[config.mk]
export PLATFORM = sky130hd
export DESIGN_NAME = gddr_cmd_timer
export DESIGN_NICKNAME = d
export VERILOG_FILES = /design/src/verilog/gddr_timing_pkg.sv /design/src/verilog/gddr_down_cnt.sv /design/src/verilog/gddr_cmd_timer.sv
export SDC_FILE = /design/constraint.sdc
export NUM_CORES = 1
export LEC_CHECK = 0
export ABC_AREA = 1
export BUFFER_PORTS_ARGS = -buffer_cell sky130_fd_sc_hd__buf_4
export CAP_MARGIN = 20
export CORE_ASPECT_RATIO = 0.75
export CORE_MARGIN = 5
export CORE_UTILIZATION = 30
export DETAILED_ROUTE_END_ITERATION = 10
export PLACE_DENSITY = 0.46
export SLEW_MARGIN = 10
export SYNTH_ARGS = -nofsm -noshare
export SYNTH_HDL_FRONTEND = slang
export SYNTH_SLANG_ARGS = --single-unit
[constraint.sdc]
create_clock -name i_clk_sys -period 9.1 [get_ports i_clk_sys]
set_clock_uncertainty 0.2 [all_clocks]
set_input_delay 1.82 -clock i_clk_sys [delete_from_list [all_inputs] [get_ports i_clk_sys]]
set_output_delay 1.82 -clock i_clk_sys [all_outputs]
set_load 0.1 [all_outputs]
[src/verilog/gddr_timing_pkg.sv]
/*
  command timing constants, command codes and the command carrier for
  the controller that spaces commands to a four-bank graphics ddr sdram.
  assumes a single 250 mhz system clock and the fastest speed grade.
*/
// Notes on behaviour
// RL1: refresh to activate or refresh waits 60 ns
// RL2: activate to read same bank waits 16 ns
// RL3: activate to write same bank waits 8 ns
// RL4: activate to write never under two cycles
// RL5: last write beat to precharge three cycles
// RL6: auto precharge write recovery three cycles
// RL7: last write beat to read two cycles
// RL8: column commands at most once per cycle
// RL9: mode register set then two idle cycles; the code leaves one idle cycle, the next command two cycles after
// RL10: auto precharge write to activate seven cycles
// RL11: self refresh exit to read 200 cycles
// RL12: power down exit three cycles plus setup
// RL13: activates to different banks 12 ns apart
// RL14: write bursts carry an even beat count
// RL15: ns minima rounded up into down-counters
// RL16: read latency picked from clock period
package gddr_timing_pkg;

  // ------------------------------------------------------------
  // clock and timing figures
  // ------------------------------------------------------------
  localparam int CLK_PS      = 4000;   // clock period in ps
  localparam int T_RFC_NS    = 60;     // refresh row cycle
  localparam int T_RCDRD_NS  = 16;     // activate to read
  localparam int T_RCDWR_NS  = 8;      // activate to write
  localparam int T_RRD_NS    = 12;     // activate to activate
  localparam int T_IS_PS     = 900;    // input setup time
  localparam int T_RCDWR_MIN = 2;      // activate to write floor, cycles
  localparam int T_WR_CK     = 3;      // last beat to precharge
  localparam int T_WR_A_CK   = 3;      // auto precharge recovery
  localparam int T_CDLR_CK   = 2;      // last beat to read
  localparam int T_CCD_CK    = 1;      // column to column
  localparam int T_MRD_CK    = 2;      // mode register set
  localparam int T_DAL_CK    = 7;      // recovery plus precharge
  localparam int T_XSR_CK    = 200;    // self refresh exit to read
  localparam int T_PDEX_CK   = 3;      // power down exit, whole cycles
  localparam int CL2_MIN_PS  = 7500;   // shortest period allowing cl 2

  // ceil division, all minima round up
  function automatic int cdiv(input int num, input int den);
    return (num + den - 1) / den;
  endfunction : cdiv

  function automatic int maxi(input int a, input int b);
    return (a > b) ? a : b;
  endfunction : maxi

  localparam int C_RFC   = cdiv(T_RFC_NS * 1000, CLK_PS);
  localparam int C_RCDRD = cdiv(T_RCDRD_NS * 1000, CLK_PS);
  localparam int C_RCDWR = maxi(cdiv(T_RCDWR_NS * 1000, CLK_PS),
                                T_RCDWR_MIN);
  localparam int C_RRD   = cdiv(T_RRD_NS * 1000, CLK_PS);
  localparam int C_PDEX  = T_PDEX_CK + cdiv(T_IS_PS, CLK_PS);
  localparam int CAS_LAT = (CLK_PS >= CL2_MIN_PS) ? 2 : 3;
  localparam int CNT_W   = 8;          // counter width, holds 200

  // ------------------------------------------------------------
  // commands
  // ------------------------------------------------------------
  typedef enum logic [3:0] {
    CMD_NOP    = 4'h0,
    CMD_ACT    = 4'h1,
    CMD_RD     = 4'h2,
    CMD_WR     = 4'h3,
    CMD_PRE    = 4'h4,
    CMD_REF    = 4'h5,
    CMD_MRS    = 4'h6,
    CMD_SRX    = 4'h7,   // self refresh exit
    CMD_PDX    = 4'h8    // power down exit
  } cmd_e;

  typedef struct packed {
    cmd_e       cmd;      // command code
    logic [1:0] bank;     // bank address
    logic       auto_pre; // auto precharge on column command
    logic [3:0] beats;    // write data beats, must be even
  } cmd_s;

  localparam int NBANK = 4;

endpackage : gddr_timing_pkg

[src/verilog/gddr_down_cnt.sv]
/*
  loadable saturating down-counter used for every spacing.
  assumes the loader never lowers a pending wait (max on load).
*/
`timescale 1ns/100ps
module gddr_down_cnt
  import gddr_timing_pkg::*;
(
  // clock and reset
  input  wire logic             i_clk_sys,
  input  wire logic             i_rst,
  // load side
  input  wire logic             i_load,
  input  wire logic [CNT_W-1:0] i_val,
  // state
  output logic                  o_zero
);

  logic [CNT_W-1:0] cnt_reg;   // cycles still to wait
  logic [CNT_W-1:0] cnt_next;
  logic [CNT_W-1:0] dec;
  logic [CNT_W-1:0] ld_val;    // wait less the taking cycle itself

  // a load of n lets the next take land n cycles after this one; the
  // taking cycle already counts as one, else a one-cycle spacing
  // would halve the column command rate
  assign ld_val   = (i_val != '0) ? i_val - CNT_W'(1) : i_val;
  // count down to zero, a load only ever lengthens the wait
  assign dec      = (cnt_reg != '0) ? cnt_reg - CNT_W'(1) : cnt_reg;
  assign cnt_next = (i_load && ld_val > dec) ? ld_val : dec;
  assign o_zero   = (cnt_reg == '0);

  // ------------------------------------------------------------
  // counter register
  // ------------------------------------------------------------
  always_ff @(posedge i_clk_sys or posedge i_rst)
  begin
    if (i_rst)
      cnt_reg <= '0;
    else
      cnt_reg <= cnt_next;
  end

endmodule : gddr_down_cnt

[src/verilog/gddr_cmd_timer.sv]
/*
  command spacing gate for a four-bank graphics ddr sdram.
  the user offers a command with valid; it is passed to the memory
  pins only once every spacing that binds it has run out.
  assumes the memory sits on the same 250 mhz clock.
*/
`timescale 1ns/100ps
module gddr_cmd_timer
  import gddr_timing_pkg::*;
(
  // clock and reset
  input  wire logic       i_clk_sys,
  input  wire logic       i_rst,
  // user command side
  input  wire cmd_s       i_cmd,
  input  wire logic       i_cmd_valid,
  output logic            o_cmd_ready,
  output logic            o_cmd_reject,
  // memory command side
  output cmd_s            o_mem_cmd,
  output logic            o_mem_cmd_valid,
  output logic [1:0]      o_cas_lat
);

  // ------------------------------------------------------------
  // decode of the offered command
  // ------------------------------------------------------------
  wire is_act = (i_cmd.cmd == CMD_ACT);
  wire is_rd  = (i_cmd.cmd == CMD_RD);
  wire is_wr  = (i_cmd.cmd == CMD_WR);
  wire is_pre = (i_cmd.cmd == CMD_PRE);
  wire is_ref = (i_cmd.cmd == CMD_REF);
  wire is_mrs = (i_cmd.cmd == CMD_MRS);
  wire is_srx = (i_cmd.cmd == CMD_SRX);
  wire is_pdx = (i_cmd.cmd == CMD_PDX);
  wire is_col = is_rd | is_wr;
  // odd write bursts are refused outright
  wire bad_wr = is_wr & i_cmd.beats[0];                   // RL14

  wire fire;        // command leaves this cycle
  wire [NBANK-1:0] bsel;
  assign bsel = NBANK'(1) << i_cmd.bank;

  // global spacing done flags
  logic z_rfc, z_rrd, z_ccd, z_mrd, z_xsr, z_pdx, z_cdlr;
  // per-bank done flags
  logic [NBANK-1:0] z_rcdrd, z_rcdwr, z_wr, z_dal;

  // write end lies beats/2 cycles after the command (two beats a cycle)
  wire [CNT_W-1:0] wr_len = CNT_W'(i_cmd.beats[3:1]);

  // ------------------------------------------------------------
  // global counters
  // ------------------------------------------------------------
  gddr_down_cnt u_rfc (.i_clk_sys(i_clk_sys), .i_rst(i_rst),
    .i_load(fire & is_ref), .i_val(CNT_W'(C_RFC)), .o_zero(z_rfc)); // RL1
  gddr_down_cnt u_rrd (.i_clk_sys(i_clk_sys), .i_rst(i_rst),
    .i_load(fire & is_act), .i_val(CNT_W'(C_RRD)), .o_zero(z_rrd)); // RL13
  gddr_down_cnt u_ccd (.i_clk_sys(i_clk_sys), .i_rst(i_rst),
    .i_load(fire & is_col), .i_val(CNT_W'(T_CCD_CK)),
    .o_zero(z_ccd));                                           // RL8
  gddr_down_cnt u_mrd (.i_clk_sys(i_clk_sys), .i_rst(i_rst),
    .i_load(fire & is_mrs), .i_val(CNT_W'(T_MRD_CK)),
    .o_zero(z_mrd));                                           // RL9
  gddr_down_cnt u_xsr (.i_clk_sys(i_clk_sys), .i_rst(i_rst),
    .i_load(fire & is_srx), .i_val(CNT_W'(T_XSR_CK)),
    .o_zero(z_xsr));                                           // RL11
  gddr_down_cnt u_pdx (.i_clk_sys(i_clk_sys), .i_rst(i_rst),
    .i_load(fire & is_pdx), .i_val(CNT_W'(C_PDEX)),
    .o_zero(z_pdx));                                           // RL12
  gddr_down_cnt u_cdlr (.i_clk_sys(i_clk_sys), .i_rst(i_rst),
    .i_load(fire & is_wr), .i_val(wr_len + CNT_W'(T_CDLR_CK)),
    .o_zero(z_cdlr));                                          // RL7

  // ------------------------------------------------------------
  // per-bank counters
  // ------------------------------------------------------------
  genvar b;
  generate
    for (b = 0; b < NBANK; b++)
    begin : g_bank
      wire act_b = fire & is_act & bsel[b];
      wire wr_b  = fire & is_wr & bsel[b];
      // a row must open before either column command may reach it
      gddr_down_cnt u_rd (.i_clk_sys(i_clk_sys), .i_rst(i_rst),
        .i_load(act_b), .i_val(CNT_W'(C_RCDRD)),
        .o_zero(z_rcdrd[b]));                                  // RL2 RL15
      gddr_down_cnt u_wrd (.i_clk_sys(i_clk_sys), .i_rst(i_rst),
        .i_load(act_b), .i_val(CNT_W'(C_RCDWR)),
        .o_zero(z_rcdwr[b]));                                  // RL3 RL4
      // write recovery before explicit precharge
      gddr_down_cnt u_wr (.i_clk_sys(i_clk_sys), .i_rst(i_rst),
        .i_load(wr_b), .i_val(wr_len + CNT_W'(T_WR_CK)),
        .o_zero(z_wr[b]));                                     // RL5
      // auto precharge write: recovery then precharge before activate
      gddr_down_cnt u_dal (.i_clk_sys(i_clk_sys), .i_rst(i_rst),
        .i_load(wr_b & i_cmd.auto_pre),
        .i_val(wr_len + CNT_W'(maxi(T_DAL_CK, T_WR_A_CK))),
        .o_zero(z_dal[b]));                                    // RL6 RL10
    end
  endgenerate

  // ------------------------------------------------------------
  // gate: every spacing that touches this command must be done
  // ------------------------------------------------------------
  wire mrd_ok = z_mrd & z_pdx;                 // any command waits
  wire act_ok = z_rfc & z_rrd & z_dal[i_cmd.bank];
  wire rd_ok  = z_ccd & z_rcdrd[i_cmd.bank] & z_cdlr & z_xsr;
  wire wr_ok  = z_ccd & z_rcdwr[i_cmd.bank];
  wire pre_ok = z_wr[i_cmd.bank] & z_dal[i_cmd.bank];
  wire ref_ok = z_rfc;
  wire cmd_ok = mrd_ok & (is_act ? act_ok :
                          is_rd  ? rd_ok  :
                          is_wr  ? wr_ok  :
                          is_pre ? pre_ok :
                          is_ref ? ref_ok : 1'b1);

  assign fire         = i_cmd_valid & cmd_ok & ~bad_wr;
  assign o_cmd_ready  = cmd_ok | bad_wr;     // handshake, combinational
  assign o_cmd_reject = i_cmd_valid & bad_wr;                  // RL14

  // ------------------------------------------------------------
  // registered command out to the memory pins
  // ------------------------------------------------------------
  always_ff @(posedge i_clk_sys or posedge i_rst)
  begin
    if (i_rst)
    begin
      o_mem_cmd       <= '0;
      o_mem_cmd_valid <= 1'b0;
    end
    else
    begin
      o_mem_cmd       <= fire ? i_cmd : '0;
      o_mem_cmd_valid <= fire;
    end
  end

  // read latency fixed from the clock period
  assign o_cas_lat = 2'(CAS_LAT);                              // RL16

  // ------------------------------------------------------------
  // check helpers: cycles since the last refresh and self refresh exit, bank of the last activate
  // ------------------------------------------------------------
  wire out_ref = o_mem_cmd_valid & (o_mem_cmd.cmd == CMD_REF);
  wire out_srx = o_mem_cmd_valid & (o_mem_cmd.cmd == CMD_SRX);
  wire out_act = o_mem_cmd_valid & (o_mem_cmd.cmd == CMD_ACT);

  logic [CNT_W-1:0] since_ref_reg;   // cycles since refresh went out
  logic [CNT_W-1:0] since_ref_next;
  logic [CNT_W-1:0] since_srx_reg;   // cycles since self refresh exit
  logic [CNT_W-1:0] since_srx_next;
  logic [1:0]       act_bank_reg;    // bank of the last activate out
  logic [1:0]       act_bank_next;

  // counts saturate so a long idle spell never wraps into a short gap
  assign since_ref_next = out_ref          ? CNT_W'(1) :
                          (&since_ref_reg) ? since_ref_reg :
                          since_ref_reg + CNT_W'(1);
  assign since_srx_next = out_srx          ? CNT_W'(1) :
                          (&since_srx_reg) ? since_srx_reg :
                          since_srx_reg + CNT_W'(1);
  assign act_bank_next  = out_act ? o_mem_cmd.bank : act_bank_reg;

  // helpers start far back so the first commands count as legal
  always_ff @(posedge i_clk_sys or posedge i_rst)
  begin
    if (i_rst)
    begin
      since_ref_reg <= '1;
      since_srx_reg <= '1;
      act_bank_reg  <= 2'h0;
    end
    else
    begin
      since_ref_reg <= since_ref_next;
      since_srx_reg <= since_srx_next;
      act_bank_reg  <= act_bank_next;
    end
  end
endmodule : gddr_cmd_timer

# Word-level counts from Yosys, hierarchy flattened
# Index checks and enable logic that the tools add are counted.
[word_totals]
out_inout_bits = 16
in_bits = 14
register_bits = 196
word_cells = 260
[op_classes]
addsub = 29
n_bitwise = 35
eq_ne = 8
shifts = 1
n_mux = 63
magnitude_cmp = 24
reduce_logical = 72
[ops]
columns = ["cell", "n"]
rows = [
  ["$mux 8", 49],
  ["$reduce_bool 8->1", 26],
  ["$logic_not 8->1", 23],
  ["$sub 8x1->8 const B", 23],
  ["$gt 8x8->1", 9],
  ["$gt 1x8->1 const A", 6],
  ["$gt 2x8->1 const A", 6],
  ["$and 1x1->1", 32],
  ["$logic_and 1x1->1", 23],
  ["$eq 4x3->1 const B", 4],
  ["$sub 4x1->5 const B", 3],
  ["$mux 11", 1],
  ["$mux 1", 9],
  ["$add 3x2->4 const B", 2],
  ["$bmux 1 s2", 4],
  ["$eq 4x2->1 const B", 2],
  ["$gt 4x8->1 const A", 1],
  ["$gt 8x8->1 const A", 1],
  ["$add 3x3->4 const B", 1],
  ["$eq 4x1->1 const B", 1],
  ["$eq 4x4->1 const B", 1],
  ["$shl 1x2->4 const A", 1],
  ["$lt 2x3->1 const B", 1],
  ["$or 1x1->1", 2],
  ["$not 1->1", 1],
]

# Longest topological paths before layout
# Gate-level depths: netlist (run 1).
[logic_depth]
ltp_word = 16
mapped_depth = 20
depth_no_buf = 20

# By module
# A second synthesis (run 1) with hierarchy kept.
[unflattened]
hier_cells = 3900
area_unflattened_um2 = 24915.1
[by_module_without_submodules]
columns = ["module", "area_per_inst_um2", "cells_each", "instances", "seq_area_each_um2"]
rows = [
  ["gddr_down_cnt (g_bank[0].u_dal ...)", 1042.2, 163, 21, 200.2],
  ["gddr_down_cnt (g_bank[2].u_dal ...)", 1046.0, 164, 2, 200.2],
  ["gddr_cmd_timer", 935.9, 149, 1, 300.3],
]

# Worst setup path after synthesis (run 1)
# No wires, ideal clock.
[synth_timing]
kind = "input -> output"
start = "input port i_cmd[10] in the netlist's numbering"
end = "output port o_cmd_reject"
t_arrival_ns = 3.496
n_path_buf = 0
slack_ns = 3.584
required_ns = 7.080
cell_stages = 5
path_cell_list = "nor2_1 -> inv_1 -> nor2_1 -> nand2_1 -> nor2_1"
[synth_via]
elab_chain_len = 3
[synth_lines]
columns = ["element", "line", "text"]
rows = [
  ["from (decl)", "gddr_cmd_timer.sv:15", "input wire cmd_s i_cmd,"],
  ["$eq 4x2->1", "gddr_cmd_timer.sv:30", "wire is_wr = (i_cmd.cmd == CMD_WR);"],
  ["$and 1x1->1", "gddr_cmd_timer.sv:38", "wire bad_wr = is_wr & i_cmd.beats[0];"],
  ["$and 1x1->1", "gddr_cmd_timer.sv:120", "assign o_cmd_reject = i_cmd_valid & bad_wr;"],
  ["to (decl)", "gddr_cmd_timer.sv:18", "output logic o_cmd_reject,"],
]
# Every way passes these cells.

# Final worst setup path (run 1)
[layout_timing]
start = "input port i_cmd[6] in the netlist's numbering"
end = "output port o_cmd_ready"
[layout_via]
elab_chain_len = 9
word_cells_on_any_way = 20
cone_classes = "mux (12); bitwise (8)"
[layout_lines]
columns = ["element", "line", "text"]
rows = [
  ["$bmux 1 s2 (on tied branches)", "gddr_cmd_timer.sv:110, gddr_cmd_timer.sv:107, gddr_cmd_timer.sv:108", ""],
  ["$mux 1 (on tied branches)", "gddr_cmd_timer.sv:110, gddr_cmd_timer.sv:107, gddr_cmd_timer.sv:108", ""],
  ["$and 1x1->1 (on tied branches)", "gddr_cmd_timer.sv:110, gddr_cmd_timer.sv:108", ""],
  ["$mux 1 or $and 1x1->1 (tied branches)", "gddr_cmd_timer.sv:115, gddr_cmd_timer.sv:108", ""],
  ["$mux 1 or $and 1x1->1 (tied branches)", "gddr_cmd_timer.sv:114, gddr_cmd_timer.sv:108", ""],
  ["$mux 1", "gddr_cmd_timer.sv:113", "is_rd ? rd_ok :"],
  ["$mux 1 (*)", "gddr_cmd_timer.sv:112", "wire cmd_ok = mrd_ok & (is_act ? act_ok :"],
  ["$and 1x1->1 (*)", "gddr_cmd_timer.sv:112", ""],
  ["$or 1x1->1 (*)", "gddr_cmd_timer.sv:119", "assign o_cmd_ready = cmd_ok | bad_wr;"],
  ["to (decl)", "gddr_cmd_timer.sv:17", "output logic o_cmd_ready,"],
]
# Mark *: on every way between the ends. The rest lies on a longest branch, timed or not. The select of a mux whose other input is x is not followed.

==> run metrics, run 1 <==
number of top-level pins=30; Total GRT Usage=12.78%; CP required=7.08 ns; Setup WS post-layout=3.136 ns; Crit Path Max Fanout=14; Starting Density=30.34%; async set or reset register ratio after synthesis=100.0%; wire per inst=12.15 microns; Post-DP Area=0.01456 sq mm; Resized Gates After CTS=0; gr ovfl total=0; syn_area_per_cell=7.266 sq um; max cap viols=0; worst path cell trace=buf_4, inv_1, nor2_2, nand3_1, nand2_1, inv_2, nand2_1, nand2_1, nand2_1, nand2_1, nand2_1, nand3_1, nand2_1, buf_4; drt first pass iters=5; DRT iter0 DRCs=666; CTS buffer count=17; Post-synth top cells=399 x nand2_1, 375 x inv_1, 232 x nor2_1; Netlist cell types=50; Comb pwr share=50.7%; switching share of power=46.10%; Clock Tree Root=clkbuf_16; fin. max-slew vios=0; detailed placer's ending HPWL=23160 microns; total routed wirelength=30860 microns; Slowest cell on crit path=nor2_2; VDD IR max=0.1318 mV; post-place setup slack=3.196 ns; Primary FF master, synth=dfrtp_1; CTS tree=yes; Rel. slew slack=34.48%; Ys Warns=0; die span in y=194.1 microns; Placer Congestion=0.8172; Cell Int Power=2.535 mW; Max Freq=0.1677 GHz; Area Overhead vs Synth=11.68%; Final setup violation count=0; endpoint class of the critical path=output pin; startpoint types=primary input; CP arrival=3.94 ns; residual DRC count=0; Clock Path Buffers=2; post-route cell area=0.01514 sq mm; Final Core Density=33.89%; Vias=11210; worst slew pin tran=0.9817 ns; CTS H-tree depth=4; crit share post-route=65.54%; layout cells sized above 1=6.551%; sequential share of power=33.5%; global-route wire length before repair=53050 microns; Filler cells=4758; Reg clk slew, reported paths=0.07 ns; Clock Power Share=15.9%; setup TNS=0 ns; leakage=8.194 nW; Setup Buffers After CTS=0; largest area contributor in the netlist=dfrtp_1; Synth area leaders=dfrtp_1 36%, nand2_1 11%, ha_1 11%; diodes inserted=0; die area=0.04959 sq mm; Crit Path Class=in -> out; Clock Sinks=196; Die W=255.5 microns; top-count cell post-synth=nand2_1; Port Buf Inserts=27; CP max stage delay=0.73 ns; Hold Crit Class=reg -> reg; Final Hold Viols=0; Power Density=310.6 mW/mm^2; unrepaired setup endpoints after global routing=false; Cells after Synth=1866; largest net degree at the start of global routing=139; Rows=67; number of nets in the layout=2074; post-synthesis sequential area ratio=36.18%; DR vias/cell=4.413; fin crit period=5.964 ns; # hold bufs at CTS=0; status=completed; synthesized area=0.01356 sq mm; WHS=0.2791 ns; vias in the first global route=10790; post-route ant nets=0; initial antenna violation count=0; clock latency on the worst-skew pair=0.46 ns; sw power=2.168 mW; Yosys reg bits=196; Core Area=0.04468 sq mm; cell mode on critical path=nand2_1; post-synth top area share=36.18%; number of enable flip-flop cells after synthesis=0
-- cells by family after synthesis --
logic type                 count (synthesis)  share of synthesized area [%]
other                                      2                        0.05539
AOI/OAI and AO/OA                        213                          8.500
buffers and inverters                    395                          11.33
and+or+nand+nor                          885                          29.34
DFF                                      196                          36.18
xor gates and xnor gates                  56                          3.618
adders and majority gates                119                          10.98
-- layout by cell type, fill, tap and decap left out, types with 11 or more instances in the layout --
master / count
nand2_1: 399
inv_1: 374
nor2_1: 232
dfrtp_1: 196
ha_1: 119
a21oi_1: 91
o21ai_0: 88
nand3_1: 76
nor3_1: 51
xor2_1: 46
nand4_1: 46
conb_1: 38
buf_4: 30
or2_2: 20
clkbuf_16: 17
nor2_2: 11
-- worst max-delay path: cells and delay by family --
kind	cells	cell delay, ns
buffers and inverters	4	0.50
and+or+nand+nor	10	1.60
-- power by group through the flow --
stage          clock network [mW]  registers (mW)  logic [mW]
2_1_floorplan                   0            1.52        1.92
3_3_place_gp                    0            1.59        2.34
3_5_place_dp                    0            1.58        2.38
4_1_cts                     0.785            1.57        2.39
5_1_grt                     0.814            1.64        2.84
6_report                    0.746            1.57        2.38
-- layer usage --
layer	share of wire, %	global-route usage (%)	vias to the layer above
li1	-	-	5997
met1	55	19.27	5081
met2	40	18.85	113
met3	3.5	2.747	17
met4	0.88	2.657	0
met5	0	0	-
-- worst paths after layout --
path	start	end	slack, ns	cells after the start
hold reg to reg	flop	flop	0.28	1
setup reg to reg	g_bank[3].u_wr.cnt_reg[0]	g_bank[0].u_wr.cnt_reg[3]	5.28	17
max in group asynchronous	i_rst	g_bank[2].u_rd.cnt_reg[3]	6.24	3
hold / removal	flop	flop	0.28	1
min in group asynchronous	i_rst	asynchronous set/reset pin	1.20	2
setup / recovery	i_cmd[6]	o_cmd_ready	3.14	14
-- per-stage QoR --
| stage | instances | total power [mW] |
|---|---|---|
| after floorplan | 1902 | 3.439 |
| after global placement | 2507 | 3.932 |
| after detailed placement | 2507 | 3.960 |
| after CTS | 2539 | 4.745 |
| after global routing | 2540 | 5.290 |
| final | 2540 | 4.703 |
-- final cells by class --
| cell class | instances | area (sq um) | area share, % |
|---|---|---|---|
| Timing Repair Buffer | 31 | 252.7 | 1.669 |
| Tap cell | 586 | 733.2 | 4.842 |
| Multi-Input combinational cell | 1311 | 7252 | 47.89 |
| Clock inverter | 10 | 86.33 | 0.5702 |
| Sequential cell | 196 | 4905 | 32.39 |
| Inverter | 384 | 1449 | 9.569 |
| Clock buffer | 22 | 464.2 | 3.066 |
Power figures use the tool's default switching activity.
==> inputs of run 2 (changes only) <==
--- a/config.mk
+++ b/config.mk
@@ -5,14 +5,14 @@
 export SDC_FILE = /design/constraint.sdc
 export NUM_CORES = 1
 export LEC_CHECK = 0
-export ABC_AREA = 1
+export ABC_AREA = 0
 export BUFFER_PORTS_ARGS = -buffer_cell sky130_fd_sc_hd__buf_4
 export CAP_MARGIN = 20
 export CORE_ASPECT_RATIO = 0.75
 export CORE_MARGIN = 5
 export CORE_UTILIZATION = 30
 export DETAILED_ROUTE_END_ITERATION = 10
-export PLACE_DENSITY = 0.46
+export PLACE_DENSITY = 0.48
 export SLEW_MARGIN = 10
 export SYNTH_ARGS = -nofsm -noshare
 export SYNTH_HDL_FRONTEND = slang
==> constraint.sdc (replaced) <==
create_clock -name i_clk_sys -period 5.1 [get_ports i_clk_sys]
set_clock_uncertainty 0.2 [all_clocks]
set_input_delay 1.02 -clock i_clk_sys [delete_from_list [all_inputs] [get_ports i_clk_sys]]
set_output_delay 1.02 -clock i_clk_sys [all_outputs]
set_load 0.1 [all_outputs]
==> run metrics, run 2 <==
Clock Path Buffers=2 (unchanged); die area=0.04710 sq mm (-5.0%); post-route cell area=0.01456 sq mm (-3.9%); Rel. slew slack=36.36% (+1.9 points); Ys Warns=0 (unchanged); leakage=6.950 nW (-15%); syn_area_per_cell=9.162 sq um (+26%); wire per inst=14.76 microns (+22%); Netlist cell types=75 (+50%); Clock Tree Root=clkbuf_16; vias in the first global route=9611 (-11%); Crit Path Class=in -> out; xor/xnor cell area share of the yosys netlist=6.546% (+2.9 points); Vias=9882 (-12%); DR WL met2=12300 microns (-0.97%); Port Buf Inserts=27 (unchanged); CP required=3.88 ns (-3.20 ns); fin. max-slew vios=0 (unchanged); Reg clk slew, reported paths=0.08 ns (about the same); post-synthesis mux area share=5.026% (+5.0 points); DR vias/cell=4.779 (+8.3%); CP arrival=3.56 ns (-0.38 ns); Setup WS post-layout=0.3206 ns (-2.815 ns); initial antenna violation count=1 (+1); gr ovfl total=0 (unchanged); number of top-level pins=30 (unchanged); die span in y=189.2 microns (-2.5%); number of enable flip-flop cells after synthesis=0 (unchanged); DRT iter0 DRCs=604 (-9.3%); total chip power=4.119 mW (-12%); largest family of logic cells by synthesized area=simple AND/OR/NAND/NOR gates; residual DRC count=0 (unchanged); unrepaired setup endpoints after global routing=false; post-synth top area share=38.18% (+2.0 points); VDD IR max=0.2147 mV (+63%); post-place setup slack=0.3033 ns (-2.893 ns); wl on met1=16760 microns (-1.9%); Crit Path Max Fanout=9 (-5); post-synthesis sequential area ratio=38.18% (+2.0 points); simple-gate share of the synthesized area=24.74% (-4.6 points); Total GRT Usage=13.12% (+0.34 points); top-count cell post-synth=dfrtp_1; CTS H-tree depth=4 (unchanged); clock latency on the worst-skew pair=0.46 ns (about the same); detailed placer's ending HPWL=23410 microns (+1.1%); Compound-Gate Fraction of Synth Area=10.53% (+2.0 points); post-route ant nets=0 (unchanged); Starting Density=30.43% (+0.088 points); Setup Buffers After CTS=0 (unchanged); worst slew pin tran=0.9459 ns (-0.03583 ns); Power Density=282.9 mW/mm^2 (-8.9%); synthesized area=0.01284 sq mm (-5.3%); Resized Gates After CTS=0 (unchanged); Post-DP Area=0.01396 sq mm (-4.1%); number of nets in the layout=1619 (-22%); layout cells sized above 1=9.273% (+2.7 points); most frequent cells in the layout=196 x dfrtp_1, 171 x nor2_1, 151 x nand2_1; Clock Sinks=196 (unchanged); max cap viols=0 (unchanged); Core Area=0.04221 sq mm (-5.5%); async set or reset register ratio after synthesis=100.0% (unchanged); Post-synth top cells=196 x dfrtp_1, 171 x nor2_1, 151 x nand2_1; Primary FF master, synth=dfrtp_1; endpoint class of the critical path=output pin; Synth area leaders=dfrtp_1 38%, ha_1 12%, nor2_1 5.0%; adder-cell share of the synthesized area=11.59% (+0.61 points); startpoint types=primary input; Area Overhead vs Synth=13.35%; setup TNS=0 ns (unchanged); Rows=65 (-3.0%); Hold Crit Class=reg -> reg; global-route wire length before repair=50540 microns (-4.7%); total routed wirelength=30530 microns (-1.1%); largest net degree at the start of global routing=116 (-17%); routed length on met3=904 microns (-16%); CTS buffer count=17 (unchanged); CTS tree=yes; Placer Congestion=0.8336 (+2.0%); drt first pass iters=5 (unchanged); Top Metal Used=met4; Final setup violation count=0 (unchanged); diodes inserted=0 (unchanged); Filler cells=4287 (-9.9%); crit share post-route=93.71%; status=completed; Die W=248.9 microns (-2.6%); Final Hold Viols=0 (unchanged); # hold bufs at CTS=0 (unchanged); most common cell after layout, fill and taps aside=dfrtp_1; fin crit period=4.779 ns; Yosys reg bits=196 (unchanged); largest area contributor in the netlist=dfrtp_1; Max Freq=0.2092 GHz; Cells after Synth=1402 (-25%)
==> run 2: cell type report <==
class                      count  area [sq um]  share of cell area [%]
multi-input combinational   1141          7649                   52.54
tap                          569         711.9                   4.890
inverter                      79         300.3                   2.063
clock buffer                  18         429.2                   2.948
timing repair buffer          51         395.4                   2.716
sequential                   196          4905                   33.69
clock inverter                14         168.9                   1.160
==> run 2: through the flow <==
stage / instances / hold slack [ns] / util [%]
floorplan: 1438 / 0.2686 / -
global placement: 2036 / 0.3070 / 33.08
detailed placement: 2036 / 0.3001 / 33.08
CTS: 2068 / 0.3165 / 34.49
global route: 2068 / 0.3331 / 34.49
finish: 2068 / 0.3158 / 34.49
==> run 2: cells by family (layout without fill, tap and decap cells) <==
logic type / Yosys count / in the layout
mux: 61 / 61
xor+xnor: 96 / 96
simple gates: 617 / 617
buf+inv: 101 / 162
flops: 196 / 196
other cells: 2 / 38
compound gates: 210 / 210
fa+ha+maj: 119 / 119
==> run 2: worst paths after layout <==
check                                                start  cells past startpoint                         end  slack, ns
worst min-delay path                      u_ccd.cnt_reg[0]                      1            u_ccd.cnt_reg[0]       0.32
min in group asynchronous                            i_rst                      2   g_bank[3].u_rd.cnt_reg[3]       0.33
max in group asynchronous                            i_rst                      3            u_xsr.cnt_reg[2]       3.40
worst max-delay path                              i_cmd[5]                      9                 o_cmd_ready       0.32
worst min register to register            u_ccd.cnt_reg[0]                      1            u_ccd.cnt_reg[0]       0.32
worst max register to register  g_bank[3].u_dal.cnt_reg[5]                     12  g_bank[3].u_dal.cnt_reg[0]       1.20
==> run 2: critical path, cell delays in order <==
cell,delay [ns]
buf_4,0.14
nor2b_1,0.72
nand3_1,0.26
nand4_1,0.32
a21oi_1,0.12
o211ai_1,0.27
nand2_1,0.21
o21ai_1,0.18
buf_4,0.31
==> run 2: metal layers <==
metal | global-route usage [%] | vias up
li1 | - | 5059
met1 | 19.85 | 4677
met2 | 18.92 | 116
met3 | 2.444 | 30
met4 | 3.988 | 0
met5 | 0 | -
==> run 2: power by group <==
group,switching [mW],internal (mW)
Clock,0.698,0.702
Sequential,0.159,1.70
Combinational,0.479,0.384
==> inputs of run 3 (changes only) <==
--- a/config.mk
+++ b/config.mk
@@ -7,12 +7,12 @@
 export LEC_CHECK = 0
 export ABC_AREA = 0
 export BUFFER_PORTS_ARGS = -buffer_cell sky130_fd_sc_hd__buf_4
-export CAP_MARGIN = 20
+export CAP_MARGIN = 5
 export CORE_ASPECT_RATIO = 0.75
 export CORE_MARGIN = 5
-export CORE_UTILIZATION = 30
+export CORE_UTILIZATION = 58
 export DETAILED_ROUTE_END_ITERATION = 10
-export PLACE_DENSITY = 0.48
+export PLACE_DENSITY = 0.8
 export SLEW_MARGIN = 10
 export SYNTH_ARGS = -nofsm -noshare
 export SYNTH_HDL_FRONTEND = slang
==> run metrics, run 3 (same netlist as run 2, synthesis figures left out) <==
Total GRT Usage=22.36% (+9.2 points); Clock Power Share=32.7% (-1.3 points); Setup Buffers After CTS=0 (unchanged); number of nets in the layout=1610 (-0.56%); detailed placer's ending HPWL=20730 microns (-11%); Cell Int Power=2.749 mW (-1.3%); sw power=1.310 mW (-1.9%); Port Buf Inserts=27 (unchanged); Clock Sinks=196 (unchanged); Placer Congestion=0.9231 (+11%); worst path cell trace=inv_1, ha_1, nor4b_2, nand2_1, nor4_1, o2111ai_2, o211ai_1, nand2_1, o21ai_1, buf_4; Reg clk slew, reported paths=0.07 ns (about the same); WHS=0.3199 ns (+0.004103 ns); VDD IR max=0.3338 mV (+55%); DR vias/cell=5.706 (+19%); cell mode on critical path=nand2_1; CP max stage delay=0.46 ns (-0.26 ns); CP required=3.88 ns (about the same); leakage=6.888 nW (-0.88%); vias in the first global route=9923 (+3.2%); Crit Path Max Fanout=6 (-3); Final Core Density=64.42% (+30 points); fin crit period=4.781 ns (+0.001514 ns); gr ovfl total=0 (unchanged); Clock Tree Root=clkbuf_16; CTS H-tree depth=4 (unchanged); Hold Crit Class=reg -> reg; Filler cells=1766 (-59%); met2 Usage GRT=34.71% (+16 points); diodes inserted=0 (unchanged); Starting Density=58.56% (+28 points); fin. max-slew vios=0 (unchanged); Resized Gates After CTS=0 (unchanged); total routed wirelength=27820 microns (-8.9%); drt first pass iters=4 (-1); CTS tree=yes; post-route ant nets=0 (unchanged); Power Density=287.2 mW/mm^2 (+1.5%); Rel. slew slack=37.61% (+1.3 points); CTS buffer count=17 (unchanged); global-route wire length before repair=47190 microns (-6.6%); die area=0.02525 sq mm (-46%); Crit Path Class=reg -> out; Comb pwr share=21.4% (+0.5 points); worst slew pin tran=0.9339 ns (-0.01204 ns); Slowest cell on crit path=nor4_1; Die W=181.8 microns (-27%); number of top-level pins=30 (unchanged); most frequent cells in the layout=196 x dfrtp_1, 171 x nor2_1, 151 x nand2_1; largest net degree at the start of global routing=70 (-40%); switching share of power=32.27% (-0.14 points); Max Freq=0.2092 GHz (about the same); unrepaired setup endpoints after global routing=false; CP arrival=3.56 ns (about the same); status=completed; DRT iter0 DRCs=670 (+11%); Non-Filler Instances=1784 (-14%); crit share post-route=93.74% (about the same); Core Area=0.02193 sq mm (-48%); Clock Path Buffers=2 (unchanged); max cap viols=0 (unchanged); Post-Place Cells=1752 (-14%); grt peak-use layer=met2; Final setup violation count=0 (unchanged); layout cells sized above 1=8.792% (-0.48 points); sequential share of power=46.0% (+0.9 points); endpoint class of the critical path=output pin; clock latency on the worst-skew pair=0.45 ns (about the same); Rows=47 (-28%); initial antenna violation count=0 (-1); most common cell after layout, fill and taps aside=dfrtp_1; residual DRC count=0 (unchanged); startpoint types=flop; Area Overhead vs Synth=10.00%; setup TNS=0 ns (unchanged); Vias=10180 (+3.0%); met3 GRT Util=4.483% (+2.0 points); # hold bufs at CTS=0 (unchanged); die span in y=138.9 microns (-27%); wire per inst=15.60 microns (+5.6%); GRT met1 Usage=31.94% (+12 points); Final Hold Viols=0 (unchanged)
==> run 3: per-stage QoR <==
stage / cell area [sq um] / setup slack [ns] / total power [mW]
floorplan: 12980 / 0.1278 / 2.533
global placement: 13560 / 0.6517 / 2.693
detailed placement: 13560 / 0.4914 / 2.740
CTS: 14130 / 0.3428 / 4.069
global route: 14130 / 0.1173 / 4.292
finish: 14130 / 0.3191 / 4.058
==> run 3: final cells by class <==
type	instances	area [sq um]	area share (%)
tap	294	367.9	2.603
clock inverter	13	115.1	0.8147
inverter	79	300.3	2.125
clock buffer	19	452.9	3.206
sequential	196	4905	34.71
multi-input combinational	1141	7649	54.13
timing repair buffer	42	340.3	2.409
==> run 3: per-layer routing <==
metal	wire, microns	up-vias
li1	-	5053
met1	13620	4904
met2	12530	186
met3	1116	36
met4	556	0
met5	0	-
==> run 3: worst paths after layout <==
| kind | from | end | slack, ns | depth (start not counted) |
|---|---|---|---|---|
| setup reg to reg | g_bank[3].u_wr.cnt_reg[0] | g_bank[3].u_wr.cnt_reg[0] | 1.15 | 13 |
| hold reg to reg | u_ccd.cnt_reg[0] | u_ccd.cnt_reg[0] | 0.32 | 1 |
| max in group asynchronous | i_rst | g_bank[1].u_dal.cnt_reg[2] | 3.08 | 3 |
| setup / recovery | u_cdlr.cnt_reg[0] | o_cmd_ready | 0.32 | 10 |
| min in group asynchronous | i_rst | g_bank[1].u_rd.cnt_reg[3] | 0.57 | 2 |
| hold / removal | u_ccd.cnt_reg[0] | u_ccd.cnt_reg[0] | 0.32 | 1 |
==> run 3: power by group through the flow <==
stage               Combinational (mW)  Clock, mW  Sequential, mW
finish                           0.867       1.33            1.87
global route                     0.983       1.42            1.89
CTS                              0.861       1.35            1.86
detailed placement               0.853          0            1.89
global placement                 0.815          0            1.88
floorplan                        0.692          0            1.84
==> run 3: worst max-delay path: cells and delay by family (launching register included) <==
family / cells / cell delay, ns
buffers and inverters: 2 / 0.44
flip-flops: 1 / 0.43
adder cells (fa/ha/maj): 1 / 0.17
AND/OR/NAND/NOR: 4 / 1.37
AO/OA/AOI/OAI: 3 / 0.70
